`config.mk`:
```
export PLATFORM = sky130hd
export DESIGN_NAME = ufp_top
export DESIGN_NICKNAME = d
export VERILOG_FILES = /design/src/inc/ufp_pkg.sv /design/src/inc/ufp_dec_if.sv /design/src/hdl/ufp_map_dec.sv /design/src/hdl/ufp_top.sv
export SDC_FILE = /design/constraint.sdc
export NUM_CORES = 1
export LEC_CHECK = 0
export ABC_AREA = 1
export BUFFER_PORTS_ARGS = -buffer_cell sky130_fd_sc_hd__buf_2
export CAP_MARGIN = 20
export CORE_MARGIN = 1
export CORE_UTILIZATION = 43
export CTS_CLUSTER_DIAMETER = 30
export DETAILED_ROUTE_END_ITERATION = 8
export GPL_TIMING_DRIVEN = 0
export MAX_ROUTING_LAYER = met4
export PLACE_DENSITY_LB_ADDON = 0.05
export SYNTH_ARGS = -nofsm -noshare
export SYNTH_HDL_FRONTEND = slang
export SYNTH_SLANG_ARGS = --single-unit
```
`constraint.sdc`:
```
create_clock -name clk -period 1 [get_ports clk]
set_clock_uncertainty 0.05 [all_clocks]
set_input_delay 0 -clock clk [delete_from_list [all_inputs] [get_ports clk]]
set_output_delay 0 -clock clk [all_outputs]
set_load 0.05 [all_outputs]
```
`src/inc/ufp_pkg.sv`:
```
package ufp_pkg;
    // Register offsets on the management port
    localparam logic [7:0] UFP_OFS_PRIO_QUEUE = 8'h82;
    localparam logic [7:0] UFP_OFS_UNICAST = 8'h83;
    localparam logic [7:0] UFP_OFS_DRIVE_MCAST = 8'h84;
    localparam logic [7:0] UFP_OFS_VLAN = 8'h85;
    localparam logic [7:0] UFP_OFS_SELF_IPMC = 8'h86;

    // Field positions
    localparam int UFP_BIT_FWD_EN = 5;
    localparam int UFP_BIT_SELF_EN = 6;
    localparam int UFP_POS_DRIVE = 6;
    localparam int UFP_POS_PRIO2Q = 6;
    localparam int UFP_POS_PQ_RSVD = 2;
    localparam int UFP_MAP_W = 5;
    localparam int UFP_PORTS = 4;

    // Values after reset and fixed reserved read-backs
    localparam logic [1:0] UFP_RST_DRIVE = 2'h1;
    localparam logic [1:0] UFP_RST_PRIO2Q = 2'h2;
    localparam logic [1:0] UFP_PQ_RSVD_VAL = 2'h1;
    localparam logic [4:0] UFP_RST_MAP = 5'h00;

    // Class of a frame that missed a lookup table
    typedef enum logic [1:0] {
        UFP_CLS_UNICAST = 2'h0,
        UFP_CLS_MCAST = 2'h1,
        UFP_CLS_VLAN = 2'h2,
        UFP_CLS_IPMC = 2'h3
    } ufp_class_e;
endpackage

```
`src/inc/ufp_dec_if.sv`:
```
`timescale 1ns/1ps
interface ufp_dec_if;
    import ufp_pkg::*;
    logic en;
    logic [UFP_MAP_W-1:0] map;
    logic special;
    logic drop;
    logic [UFP_PORTS-1:0] mask;
    modport ctrl (output en, output map, input special, input drop, input mask);
    modport dec (input en, input map, output special, output drop, output mask);
endinterface

```
`src/hdl/ufp_map_dec.sv`:
```
`timescale 1ns/1ps
module ufp_map_dec
    import ufp_pkg::*;
(
    ufp_dec_if.dec d
);
    // Port map decode; bit 0 is never looked at, so 00001 lands on drop
    always_comb begin
        d.special = d.en;
        d.mask = d.map[UFP_MAP_W-1:1];
        d.drop = d.en && (d.map[UFP_MAP_W-1:1] == '0);
    end
endmodule // ufp_map_dec

```
`src/hdl/ufp_top.sv`:
```
`timescale 1ns/1ps
// How it works
// - Unicast enable bit 5 applies the unicast port map to missed unicast frames.
// - Map bits 4..1 zero drop (00000 or 00001); otherwise each of them picks one of ports 1 to 4.
// - Separate bit 5 enables special forwarding of unknown non-IP multicast.
// - Non-IP multicast map uses the same code set as unicast.
// - Bit 5 enables forwarding of frames with unknown VLAN ID.
// - Unknown-VLAN map uses the shared codes; zero drops.
// - Bit 5 enables special forwarding of unknown IP multicast.
// - IP multicast map uses the shared codes; zero drops.
// - Self filter bit 6 discards frames addressed to own MAC.
// - Self check is done at egress against the own MAC input.
// - Two-bit drive select held, resets to 01, driven to pads.
module ufp_top
    import ufp_pkg::*;
(
    input wire logic clk,
    input wire logic rst_n,
    input wire logic reg_wr,
    input wire logic reg_rd,
    input wire logic [7:0] reg_addr,
    input wire logic [7:0] reg_wdata,
    output logic [7:0] reg_rdata,
    output logic reg_rvalid,
    input wire logic miss_valid,
    input wire logic [1:0] miss_class,
    output logic fwd_valid,
    output logic fwd_special,
    output logic fwd_drop,
    output logic [UFP_PORTS-1:0] fwd_mask,
    input wire logic [47:0] own_mac,
    input wire logic egr_valid,
    input wire logic [47:0] egr_dst_addr,
    output logic egr_result_valid,
    output logic egr_discard,
    output logic [1:0] pad_drive_sel
);
    typedef struct packed {
        // Stored register fields
        logic [1:0] prio2q;
        logic uc_en;
        logic [4:0] uc_map;
        logic [1:0] drive;
        logic mc_en;
        logic [4:0] mc_map;
        logic vid_en;
        logic [4:0] vid_map;
        logic self_en;
        logic ip_en;
        logic [4:0] ip_map;

        // Registered answers; every output port except pad_drive_sel reads one of these
        logic [7:0] rdata;
        logic rvalid;
        logic fvalid;
        logic fspecial;
        logic fdrop;
        logic [UFP_PORTS-1:0] fmask;
        logic evalid;
        logic ediscard;
    } ufp_state_s;

    // Current state and the value it takes at the next edge
    ufp_state_s r;
    ufp_state_s next_r;
    ufp_dec_if dec_bus ();
    ufp_class_e cls;

    // All four class codes are legal, so the cast never yields an unlisted class
    assign cls = ufp_class_e'(miss_class);

    // One decoder serves all classes; only one miss is judged per cycle.
    // Sharing it costs one mux but saves three copies of the map decode.
    always_comb begin
        dec_bus.en = 1'b0;
        dec_bus.map = '0;
        unique case (cls)
            UFP_CLS_UNICAST: begin
                dec_bus.en = r.uc_en;
                dec_bus.map = r.uc_map;
            end
            UFP_CLS_MCAST: begin
                dec_bus.en = r.mc_en;
                dec_bus.map = r.mc_map;
            end
            UFP_CLS_VLAN: begin
                dec_bus.en = r.vid_en;
                dec_bus.map = r.vid_map;
            end
            UFP_CLS_IPMC: begin
                dec_bus.en = r.ip_en;
                dec_bus.map = r.ip_map;
            end
        endcase
    end

    // Map decoder; bit 0 of the map is left out of the decision
    ufp_map_dec u_dec (
        .d(dec_bus.dec)
    );

    // Register access, decision capture and egress self check
    always_comb begin
        next_r = r;
        // Strobes turn into one-cycle answers one edge later
        next_r.rvalid = reg_rd;
        next_r.fvalid = miss_valid;
        next_r.evalid = egr_valid;
        // Read data is built from stored fields; reserved bits keep fixed values
        if (reg_rd) begin
            unique case (reg_addr)
                UFP_OFS_PRIO_QUEUE: begin
                    next_r.rdata = 8'h00;
                    next_r.rdata[UFP_POS_PRIO2Q +: 2] = r.prio2q;
                    next_r.rdata[UFP_POS_PQ_RSVD +: 2] = UFP_PQ_RSVD_VAL;
                end
                UFP_OFS_UNICAST: begin
                    next_r.rdata = 8'h00;
                    next_r.rdata[UFP_BIT_FWD_EN] = r.uc_en;
                    next_r.rdata[UFP_MAP_W-1:0] = r.uc_map;
                end
                UFP_OFS_DRIVE_MCAST: begin
                    next_r.rdata = 8'h00;
                    next_r.rdata[UFP_POS_DRIVE +: 2] = r.drive;
                    next_r.rdata[UFP_BIT_FWD_EN] = r.mc_en;
                    next_r.rdata[UFP_MAP_W-1:0] = r.mc_map;
                end
                UFP_OFS_VLAN: begin
                    next_r.rdata = 8'h00;
                    next_r.rdata[UFP_BIT_FWD_EN] = r.vid_en;
                    next_r.rdata[UFP_MAP_W-1:0] = r.vid_map;
                end
                UFP_OFS_SELF_IPMC: begin
                    next_r.rdata = 8'h00;
                    next_r.rdata[UFP_BIT_SELF_EN] = r.self_en;
                    next_r.rdata[UFP_BIT_FWD_EN] = r.ip_en;
                    next_r.rdata[UFP_MAP_W-1:0] = r.ip_map;
                end
                default: begin
                    next_r.rdata = 8'h00; // Unmapped reads return zero
                end
            endcase
        end

        // Reserved bits are simply not stored, so writes cannot disturb them.
        // A read in the same cycle as a write still returns the old value.
        if (reg_wr) begin
            unique case (reg_addr)
                UFP_OFS_PRIO_QUEUE: begin
                    next_r.prio2q = reg_wdata[UFP_POS_PRIO2Q +: 2];
                end
                UFP_OFS_UNICAST: begin
                    next_r.uc_en = reg_wdata[UFP_BIT_FWD_EN];
                    next_r.uc_map = reg_wdata[UFP_MAP_W-1:0];
                end
                UFP_OFS_DRIVE_MCAST: begin
                    next_r.drive = reg_wdata[UFP_POS_DRIVE +: 2];
                    next_r.mc_en = reg_wdata[UFP_BIT_FWD_EN];
                    next_r.mc_map = reg_wdata[UFP_MAP_W-1:0];
                end
                UFP_OFS_VLAN: begin
                    next_r.vid_en = reg_wdata[UFP_BIT_FWD_EN];
                    next_r.vid_map = reg_wdata[UFP_MAP_W-1:0];
                end
                UFP_OFS_SELF_IPMC: begin
                    next_r.self_en = reg_wdata[UFP_BIT_SELF_EN];
                    next_r.ip_en = reg_wdata[UFP_BIT_FWD_EN];
                    next_r.ip_map = reg_wdata[UFP_MAP_W-1:0];
                end
                default: begin
                    next_r.prio2q = r.prio2q; // Unmapped writes are dropped
                end
            endcase
        end

        // Decision for a missed frame; disabled class leaves mask empty.
        // Nothing clears the decision between frames: it holds until the next.
        if (miss_valid) begin
            next_r.fspecial = dec_bus.special;
            next_r.fdrop = dec_bus.drop;
            next_r.fmask = dec_bus.special ? dec_bus.mask : '0;
        end

        // Own address compare at the egress side. All 48 bits are compared,
        // so a multicast own address is filtered as well as a unicast one.
        if (egr_valid) begin
            next_r.ediscard = r.self_en && (egr_dst_addr == own_mac);
        end
    end

    // Synchronous reset to the power-up defaults; the maps are restated after
    // the blanket clear so a changed reset value in the package reaches them
    always_ff @(posedge clk) begin
        if (!rst_n) begin
            r <= '0;
            r.drive <= UFP_RST_DRIVE;
            r.prio2q <= UFP_RST_PRIO2Q;
            r.uc_map <= UFP_RST_MAP;
            r.mc_map <= UFP_RST_MAP;
            r.vid_map <= UFP_RST_MAP;
            r.ip_map <= UFP_RST_MAP;
        end else begin
            r <= next_r;
        end
    end

    // All outputs come straight from the state register
    assign reg_rdata = r.rdata;
    assign reg_rvalid = r.rvalid;

    // Frame decisions, egress verdict and pad control
    assign fwd_valid = r.fvalid;
    assign fwd_special = r.fspecial;
    assign fwd_drop = r.fdrop;
    assign fwd_mask = r.fmask;
    assign egr_result_valid = r.evalid;
    assign egr_discard = r.ediscard;
    assign pad_drive_sel = r.drive;
endmodule // ufp_top

```
Word-level counts from Yosys, hierarchy flattened
Index checks and enable logic that the tools add are counted.
{"block": "word_totals", "regBits": 47, "latch_bits": 0, "ram_bits": 0, "mem_bits_ro": 0, "in_bits": 120, "out_inout_bits": 20, "word_cells": 41, "mem_count": 0}
{"block": "classes", "add_sub_neg": 0, "mul": 0, "div_mod_pow": 0, "magnitude_cmp": 0, "eq_ne": 9, "n_shift": 0, "muxes": 4, "bitwise": 0, "reduce_logical": 9}
{"operator": "$eq A48 B48 Y1", "n": 1}
{"operator": "$eq A8 B8 Y1 const B", "n": 5}
{"operator": "$pmux W8 S5", "n": 1}
{"operator": "$pmux W5 S4", "n": 1}
{"operator": "$reduce_and A2 Y1", "n": 5}
{"operator": "$eq A2 B2 Y1 const B", "n": 2}
{"operator": "$logic_not A4 Y1", "n": 1}
{"operator": "$mux W4", "n": 1}
{"operator": "$pmux W1 S4", "n": 1}
{"operator": "$eq A2 B1 Y1 const B", "n": 1}
{"operator": "$logic_and A1 B1 Y1", "n": 2}
{"operator": "$logic_not A2 Y1", "n": 1}

Logic depth before layout (Yosys ltp)
Gate-level depths: netlist (run 1).
{"block": "depth", "ltp_word": 4, "mapped_depth": 10, "mapped_depth_nobuf": 10}

Hierarchy
From an unflattened synthesis (run 1), not the netlist that was laid out.
{"block": "unflattened", "cells_unflattened": 519, "area_unflattened_um2": 3199.3}
{"mod": "ufp_top", "instances": 1, "cells_per_inst": 508, "area_each_um2": 3139.3, "seq_area_each_um2": 940.9}
{"mod": "ufp_map_dec", "instances": 1, "cells_per_inst": 11, "area_each_um2": 60.1, "seq_area_each_um2": 0.0}

Worst setup path before layout (run 1)
No wires, ideal clock.
{"block": "synth_timing", "path_kind": "reg2reg", "from": "register r[24] (netlist bit)", "to": "register r, in the netlist egr_discard", "setup_ns": 0.070, "t_arrival_ns": 0.916, "required_ns": 0.880, "path_slack_ns": -0.037, "path_stages_with_launch": 11, "path_buffers": 0, "synth_period_minus_slack_ns": 1.037, "path_cell_list": "dfxtp_1 nand2_1 inv_1 nand2_1 nor2_1 nand2_1 nor2_1 nand2_1 nor2_1 nand2_1 a21oi_1"}
{"block": "synth_between", "elab_chain_len": 1}
{"item": "start, declared", "line": "ufp_top.sv:64", "text": "ufp_state_s r;"}
{"item": "start signal, assigned", "line": "ufp_top.sv:203", "text": "r <= next_r;"}
{"item": "$logic_and A1 B1 Y1", "line": "ufp_top.sv:187", "text": "next_r.ediscard = r.self_en && (egr_dst_addr == own_mac);"}
Every way passes these cells.
A chain may end at the register's enable or synchronous reset.

Worst setup path after layout (run 1)
Ends and elaborated chain as after synthesis.

==> results of run 1 <==
-- per-stage QoR --
step	setup slack [ps]	util [%]	total power, mW	setup TNS (ps)	instance area, µm²
2_1_floorplan	-6.81	-	2.32	-6.81	3120
3_3_place_gp	-303	56.8	2.67	-8290	3930
3_5_place_dp	-316	56.8	2.69	-8910	3930
4_1_cts	-128	61.5	4.11	-164	4250
5_1_grt	-262	63.9	4.30	-923	4410
6_report	-111	63.9	4.12	-402	4410
-- layout by cell type, fill, tap and decap left out, types with 3 or more instances in the layout --
| cell type | Yosys | routed |
|---|---|---|
| a21oi_1 | 38 | 35 |
| a21oi_2 | 0 | 3 |
| buf_2 | 1 | 122 |
| buf_4 | 14 | 22 |
| buf_6 | 3 | 19 |
| clkbuf_1 | 5 | 5 |
| clkbuf_8 | 0 | 5 |
| dfxtp_1 | 47 | 36 |
| dfxtp_2 | 0 | 11 |
| dlygate4sd3_1 | 0 | 11 |
| inv_1 | 92 | 89 |
| inv_2 | 3 | 5 |
| nand2_1 | 172 | 168 |
| nand2_2 | 4 | 8 |
| nand3_1 | 16 | 14 |
| nand3_2 | 2 | 4 |
| nor2_1 | 49 | 49 |
| nor2_2 | 3 | 3 |
| o2111ai_2 | 0 | 3 |
| o21ai_0 | 26 | 25 |
| o21ai_1 | 19 | 17 |
| o22ai_1 | 5 | 4 |
| xnor2_1 | 8 | 8 |
-- final cells by class --
class	count	share of cell area (%)
multi-input combinational	356	39.2
sequential	47	21.6
timing repair buffer	156	21.5
inverter	98	8.54
buffer	23	3.83
tap	96	2.72
clock buffer	5	1.56
clock inverter	3	0.993
-- logic make-up after synthesis --
family | after synthesis | share of synthesized area [%]
DFF | 47 | 30.2
buffers and inverters | 121 | 17.2
xor gates and xnor gates | 9 | 2.53
AOI/OAI and AO/OA | 94 | 16.2
and+or+nand+nor | 253 | 34.0
-- worst min-delay path: cells and delay by family --
family / cells / cell delay (ps)
AND/OR/NAND/NOR: 3 / 160
buffers and inverters: 1 / 90
AO/OA/AOI/OAI: 2 / 100
-- layer usage --
| metal | vias to the layer above | GRT usage, % | share of wire (%) |
|---|---|---|---|
| met5 | - | - | 0 |
| met1 | 1557 | 29.5 | 46 |
| li1 | 1926 | - | - |
| met4 | 0 | 5.81 | 0.70 |
| met3 | 6 | 3.60 | 6.9 |
| met2 | 127 | 41.2 | 47 |
-- what timing repair did --
item                       4_1_cts  5_1_grt
hold endpoints to repair        32        0
pin swaps                        7       11
resized for setup               30       36
cloned                           0        0
hold buffers                    11        0
setup buffers                    1        7
setup endpoints to repair       21       43
-- registers in the layout (all words and copies together), names as in the netlist --
register          cells
fwd_drop              1
reg_rdata             8
reg_rvalid            1
fwd_mask              4
pad_drive_sel         2
fwd_valid             1
egr_result_valid      1
r                    27
fwd_special           1
egr_discard           1
-- final timing paths --
kind,cells after the start,startpoint,end
max,10,r[24],egr_discard
min reg2reg,2,r[25],r[25]
min,6,own_mac[0],egr_discard
max reg2reg,10,r[24],egr_discard
-- where the power goes --
group	internal, mW	switching [mW]	total, mW
clock network	0.745	0.664	1.41
registers	1.88	0.00610	1.89
logic	0.374	0.446	0.820
total	3.00	1.12	4.12
==> summary.txt, run 1 <==
Status
  – Status: finished with violations
  – Failing checks: negative setup slack

STA
  – Final setup margin: -111 ps
  – Fin. Hold Viols: 0
  – Slew @ Worst Pin: 577 ps
  – Final hold slack: approximately 45 ps
  – F_max: around 900 MHz
  – Post-layout minimum cycle time: 1110 ps
  – Fin crit share: 111%
  – Slew Viols, Final: 0
  – RSZ-0062 raised after global routing: yes
  – Relative slew slack: between 60% and 70%
  – Setup violations, final: 6

Setup path
  – Most used cell, CP: nand2_1
  – Worst setup SP type: flip-flop
  – Crit Path Category: reg2reg
  – CP endpoint kind: flip-flop
  – Worst path cell trace: nand2_1 -> inv_1 -> nand2_1 -> nor2_1 -> nand2_1 -> nor2_1 -> nand2_1 -> nor2_1 -> nand2_1 -> a21oi_1
  – Worst path required time: roughly 1200 ps
  – Crit-path max cell delay: 330 ps
  – Worst R2R Setup Slack: -110 ps
  – Crit Path Max Fanout: 2
  – WP data arrival: 1290 ps
  – Slowest cell on crit path: dfxtp_2
  – Buffers and inverters on the worst path: 1
  – CP top delay family: simple AND/OR/NAND/NOR gates

Layout
  – Nets: about 810
  – Fill cells: roughly 720
  – Area Growth Syn to Fin: 41.3%
  – Antenna Cells: 0
  – FF+latch area: 955 µm²
  – Multi-input gate area: 0.00173 mm²
  – Non-filler cells, final: roughly 780
  – Layout cell share with drive strength beyond 1: 32.3%

Place
  – Routability cong.: about 0.96
  – DP Cell Count: 757
  – HPWL after detailed placement: 6.99 mm
  – Port buffer count: 137

Clock network
  – CTS buffer count: 5
  – Clock tree root buffer cell: clkbuf_8
  – Clock-pin slew on the worst setup and hold paths: around 90 ps
  – CTS tree: yes
  – Clk sinks: 47
  – H-tree levels: 2
  – Maximum buffer depth of the clock tree: 2
  – Clk_lat worst skew: 300 ps

Routing
  – Via density: 4.61
  – Final antenna-violating net count: 0
  – WL final: approximately 8.8 mm
  – First drt pass iteration count: 5
  – Iter 0 DRT Violations: 201
  – Via count: 3616
  – DR WL/cell: 11.2 µm
  – Drt drc: 0

Synth
  – EDFF count, synth: 0
  – Mapped Area: roughly 0.0031 mm²
  – #FFs+latches synth: 47
  – Netlist cell types: 31
  – Dominant cell type by area after synthesis: dfxtp_1
  – Post-synthesis sequential area ratio: between 30% and 40%
  – Mapped Avg Cell Area: 5.96 µm²
  – Cells after synthesis: 524
  – Async S/R FF share, synth: 0%
  – Primary FF master, synth: dfxtp_1
  – Top cell type's share of synthesized area: a little under a third
  – Top post-synthesis cells by count: nand2_1, inv_1, nor2_1, dfxtp_1, a21oi_1
  – Most common cell in the netlist: nand2_1
  – Most area-consuming cells after synthesis: dfxtp_1, nand2_1, inv_1
  – Synth Warn #: 0
  – Syn Nets: 644

Global routing
  – Largest net degree at the start of global routing: 16
  – First-pass GRT wire length: 14.0 mm
  – Number of global-route vias before repair: 3251
  – Total GRT Usage: 24.0%
  – GR Overflow Total: 0
  – Initial antenna violation count: 0

Floorplan
  – Initial Util: 45.2%
  – Die width: between 80 and 90 µm
  – Core area: 0.00691 mm²
  – I/O pin count: 140
  – Die Y: 87.2 µm
  – Die area: 0.00760 mm²
  – Row cnt: 30

Power and ir drop
  – Maximum vdd drop: 662 µV
  – P_leak: 2.32 nW
  – Power Dens Cells: 934 mW/mm²

Hold path
  – Min-delay worst type: in2reg

Job
  – Number of max-cap violations: 0
Note: power is estimated with default switching activity, not from simulation.
==> run 2: changes to the inputs <==
Settings changed: CELL_PAD_IN_SITES_DETAIL_PLACEMENT set to 0, CELL_PAD_IN_SITES_GLOBAL_PLACEMENT set to 1, CORE_UTILIZATION 43 to 28.
==> summary.txt, run 2 (synthesized netlist as in run 1, its figures left out) <==
Status
  – Status: finished with violations
  – Failing checks: negative hold slack, negative setup slack

Place
  – HPWL after detailed placement: between 7 and 8 mm
  – DP Worst Slack: -430 ps
  – DP Cell Count: 801
  – Routability cong.: 0.836
  – Port buffer count: 137
  – Post-DP Area: 0.00398 mm²

STA
  – Slew Viols, Final: 0
  – RSZ-0062 raised after global routing: yes
  – Fin crit share: 115%
  – Setup TNS Final: -543 ps
  – Final setup margin: -149 ps
  – Setup violations, final: 7
  – Relative slew slack: a little under three fifths
  – F_max: ~870 MHz
  – Slew @ Worst Pin: 653 ps
  – Fin. Hold Viols: 1
  – Post-layout minimum cycle time: 1150 ps
  – Final hold slack: -5.69 ps

Floorplan
  – Die Y: 108 µm
  – Die width: 108 µm
  – Initial Util: 28.8%
  – Row cnt: 38
  – Die area: 0.0116 mm²
  – Core area: 0.0108 mm²
  – I/O pin count: 140

Layout
  – Multi-input gate area: 0.00173 mm²
  – Top reg by flops: r
  – Nets: 810
  – Antenna Cells: 0
  – Commonest cells after routing, fill and taps aside: nand2_1, buf_2, inv_1
  – Most common cell after layout, fill and taps aside: nand2_1
  – Area Growth Syn to Fin: 43.9%
  – FF+latch area: 951 µm²
  – Layout cell share with drive strength beyond 1: 32.6%
  – Layout Cell Area excl Fill: between 0.004 and 0.005 mm²
  – Fill cells: 1221
  – Non-filler cells, final: 831
  – Largest register FFs: 27

Setup path
  – WP data arrival: 1330 ps
  – Worst path required time: 1180 ps
  – Crit Path Category: reg2reg
  – Slowest cell on crit path: dfxtp_2
  – Crit Path Max Fanout: 2
  – Worst path cell trace: nand2_2 -> inv_1 -> nand2_1 -> nor2_1 -> nand2_1 -> nor2_1 -> nand2_1 -> nor2_1 -> nand2_1 -> a21oi_1
  – Crit-path max cell delay: 350 ps
  – R2R depth: 10
  – CP endpoint kind: flip-flop
  – Most used cell, CP: nand2_1
  – Worst setup SP type: flip-flop

Global routing
  – Total GRT Usage: between 10% and 20%
  – First-pass GRT wire length: 15.4 mm
  – Number of global-route vias before repair: 3253
  – Initial antenna violation count: 0
  – GR Overflow Total: 0
  – Largest net degree at the start of global routing: 15

Power and ir drop
  – Tot Pwr: 4.19 mW
  – Logic gate share of total power: approximately a fifth
  – Psw: 1.12 mW
  – Power Dens Cells: 933 mW/mm²
  – Sw frac: 26.8%
  – P_leak: 2.34 nW
  – Clock power frac: a little over a third
  – Internal power: approximately 3 mW
  – Maximum vdd drop: 507 µV
  – Sequential share of power: a little under half

Hold path
  – Hold Path Depth: 3
  – Min-delay worst type: in2reg

Routing
  – Final antenna-violating net count: 0
  – Iter 0 DRT Violations: 134
  – WL final: 9.81 mm
  – Drt drc: 0
  – First drt pass iteration count: 4
  – Via count: 3535
  – Via density: approximately 4.3
  – DR WL/cell: 11.8 µm

Clock network
  – H-tree levels: 2
  – Clock-pin slew on the worst setup and hold paths: 90 ps
  – CTS buffer count: 5
  – Clk sinks: 47
  – Clk_lat worst skew: about 300 ps
  – Maximum buffer depth of the clock tree: 2
  – CTS tree: yes
  – Clock tree root buffer cell: clkbuf_8

Job
  – Number of max-cap violations: 0
==> run 2: cell count changes in the layout (fill, tap and decap cells not counted), moves of 2 or more <==
cell / previous run / this run
clkbuf_2: 0 / 2
inv_1: 89 / 91
clkbuf_1: 5 / 3
buf_6: 19 / 17
nand2_1: 168 / 166
nand2_2: 8 / 10
o21ai_1: 17 / 15
dfxtp_1: 36 / 39
o21ai_2: 2 / 6
dfxtp_2: 11 / 8
dlygate4sd3_1: 11 / 13
==> run 2: area by class of cell <==
cell class	count	share of cell area (%)
well taps	140	3.90
multi-input cells	356	38.6
flip-flops and latches	47	21.2
inverters	98	8.36
clock inverters	2	0.780
repair buffers	159	21.7
plain buffers	23	3.68
clock buffers	6	1.84
==> run 2: through the flow <==
stage / util [%] / hold slack (ps)
finish: 41.4 / -5.69
floorplan: - / 43.5
CTS: 40.1 / 2.64
global placement: 36.7 / 167
detailed placement: 36.7 / 172
global route: 41.4 / 21.8
==> run 2: what timing repair did <==
action | CTS | global route
hold buffers | 13 | 0
gates resized for setup | 28 | 38
setup buffers | 5 | 4
pin swaps | 7 | 6
endpoints found under the setup margin | 35 | 38
endpoints found under the hold margin | 30 | 0
==> run 2: final timing paths <==
path,from,slack [ps],to
hold reg to reg,r[25],400,r[25]
setup / recovery,r[24],-150,egr_discard
hold / removal,reg_rd,-6,reg_rdata[3]
setup reg to reg,r[24],-150,egr_discard
==> run 2: metal layers <==
| layer | vias to the layer above | routed length (µm) | track usage, % |
|---|---|---|---|
| met5 | - | 0 | - |
| met2 | 85 | 4610 | 30.9 |
| met1 | 1516 | 4550 | 21.1 |
| met3 | 6 | 586 | 2.72 |
| li1 | 1928 | - | - |
| met4 | 0 | 55 | 2.64 |
==> run 2: power groups by stage <==
stage,Clock [mW],Sequential [mW],Combinational (mW)
CTS,1.51,1.89,0.824
detailed placement,0,1.93,0.771
floorplan,0,1.96,0.359
global placement,0,1.93,0.760
global route,1.57,1.89,0.944
finish,1.47,1.89,0.831
==> run 2: critical path, delay by kind of cell (launching register included) <==
kind / cells / cell delay [ps]
simple gates: 8 / 540
flops: 1 / 350
compound gates: 1 / 100
buf+inv: 1 / 40
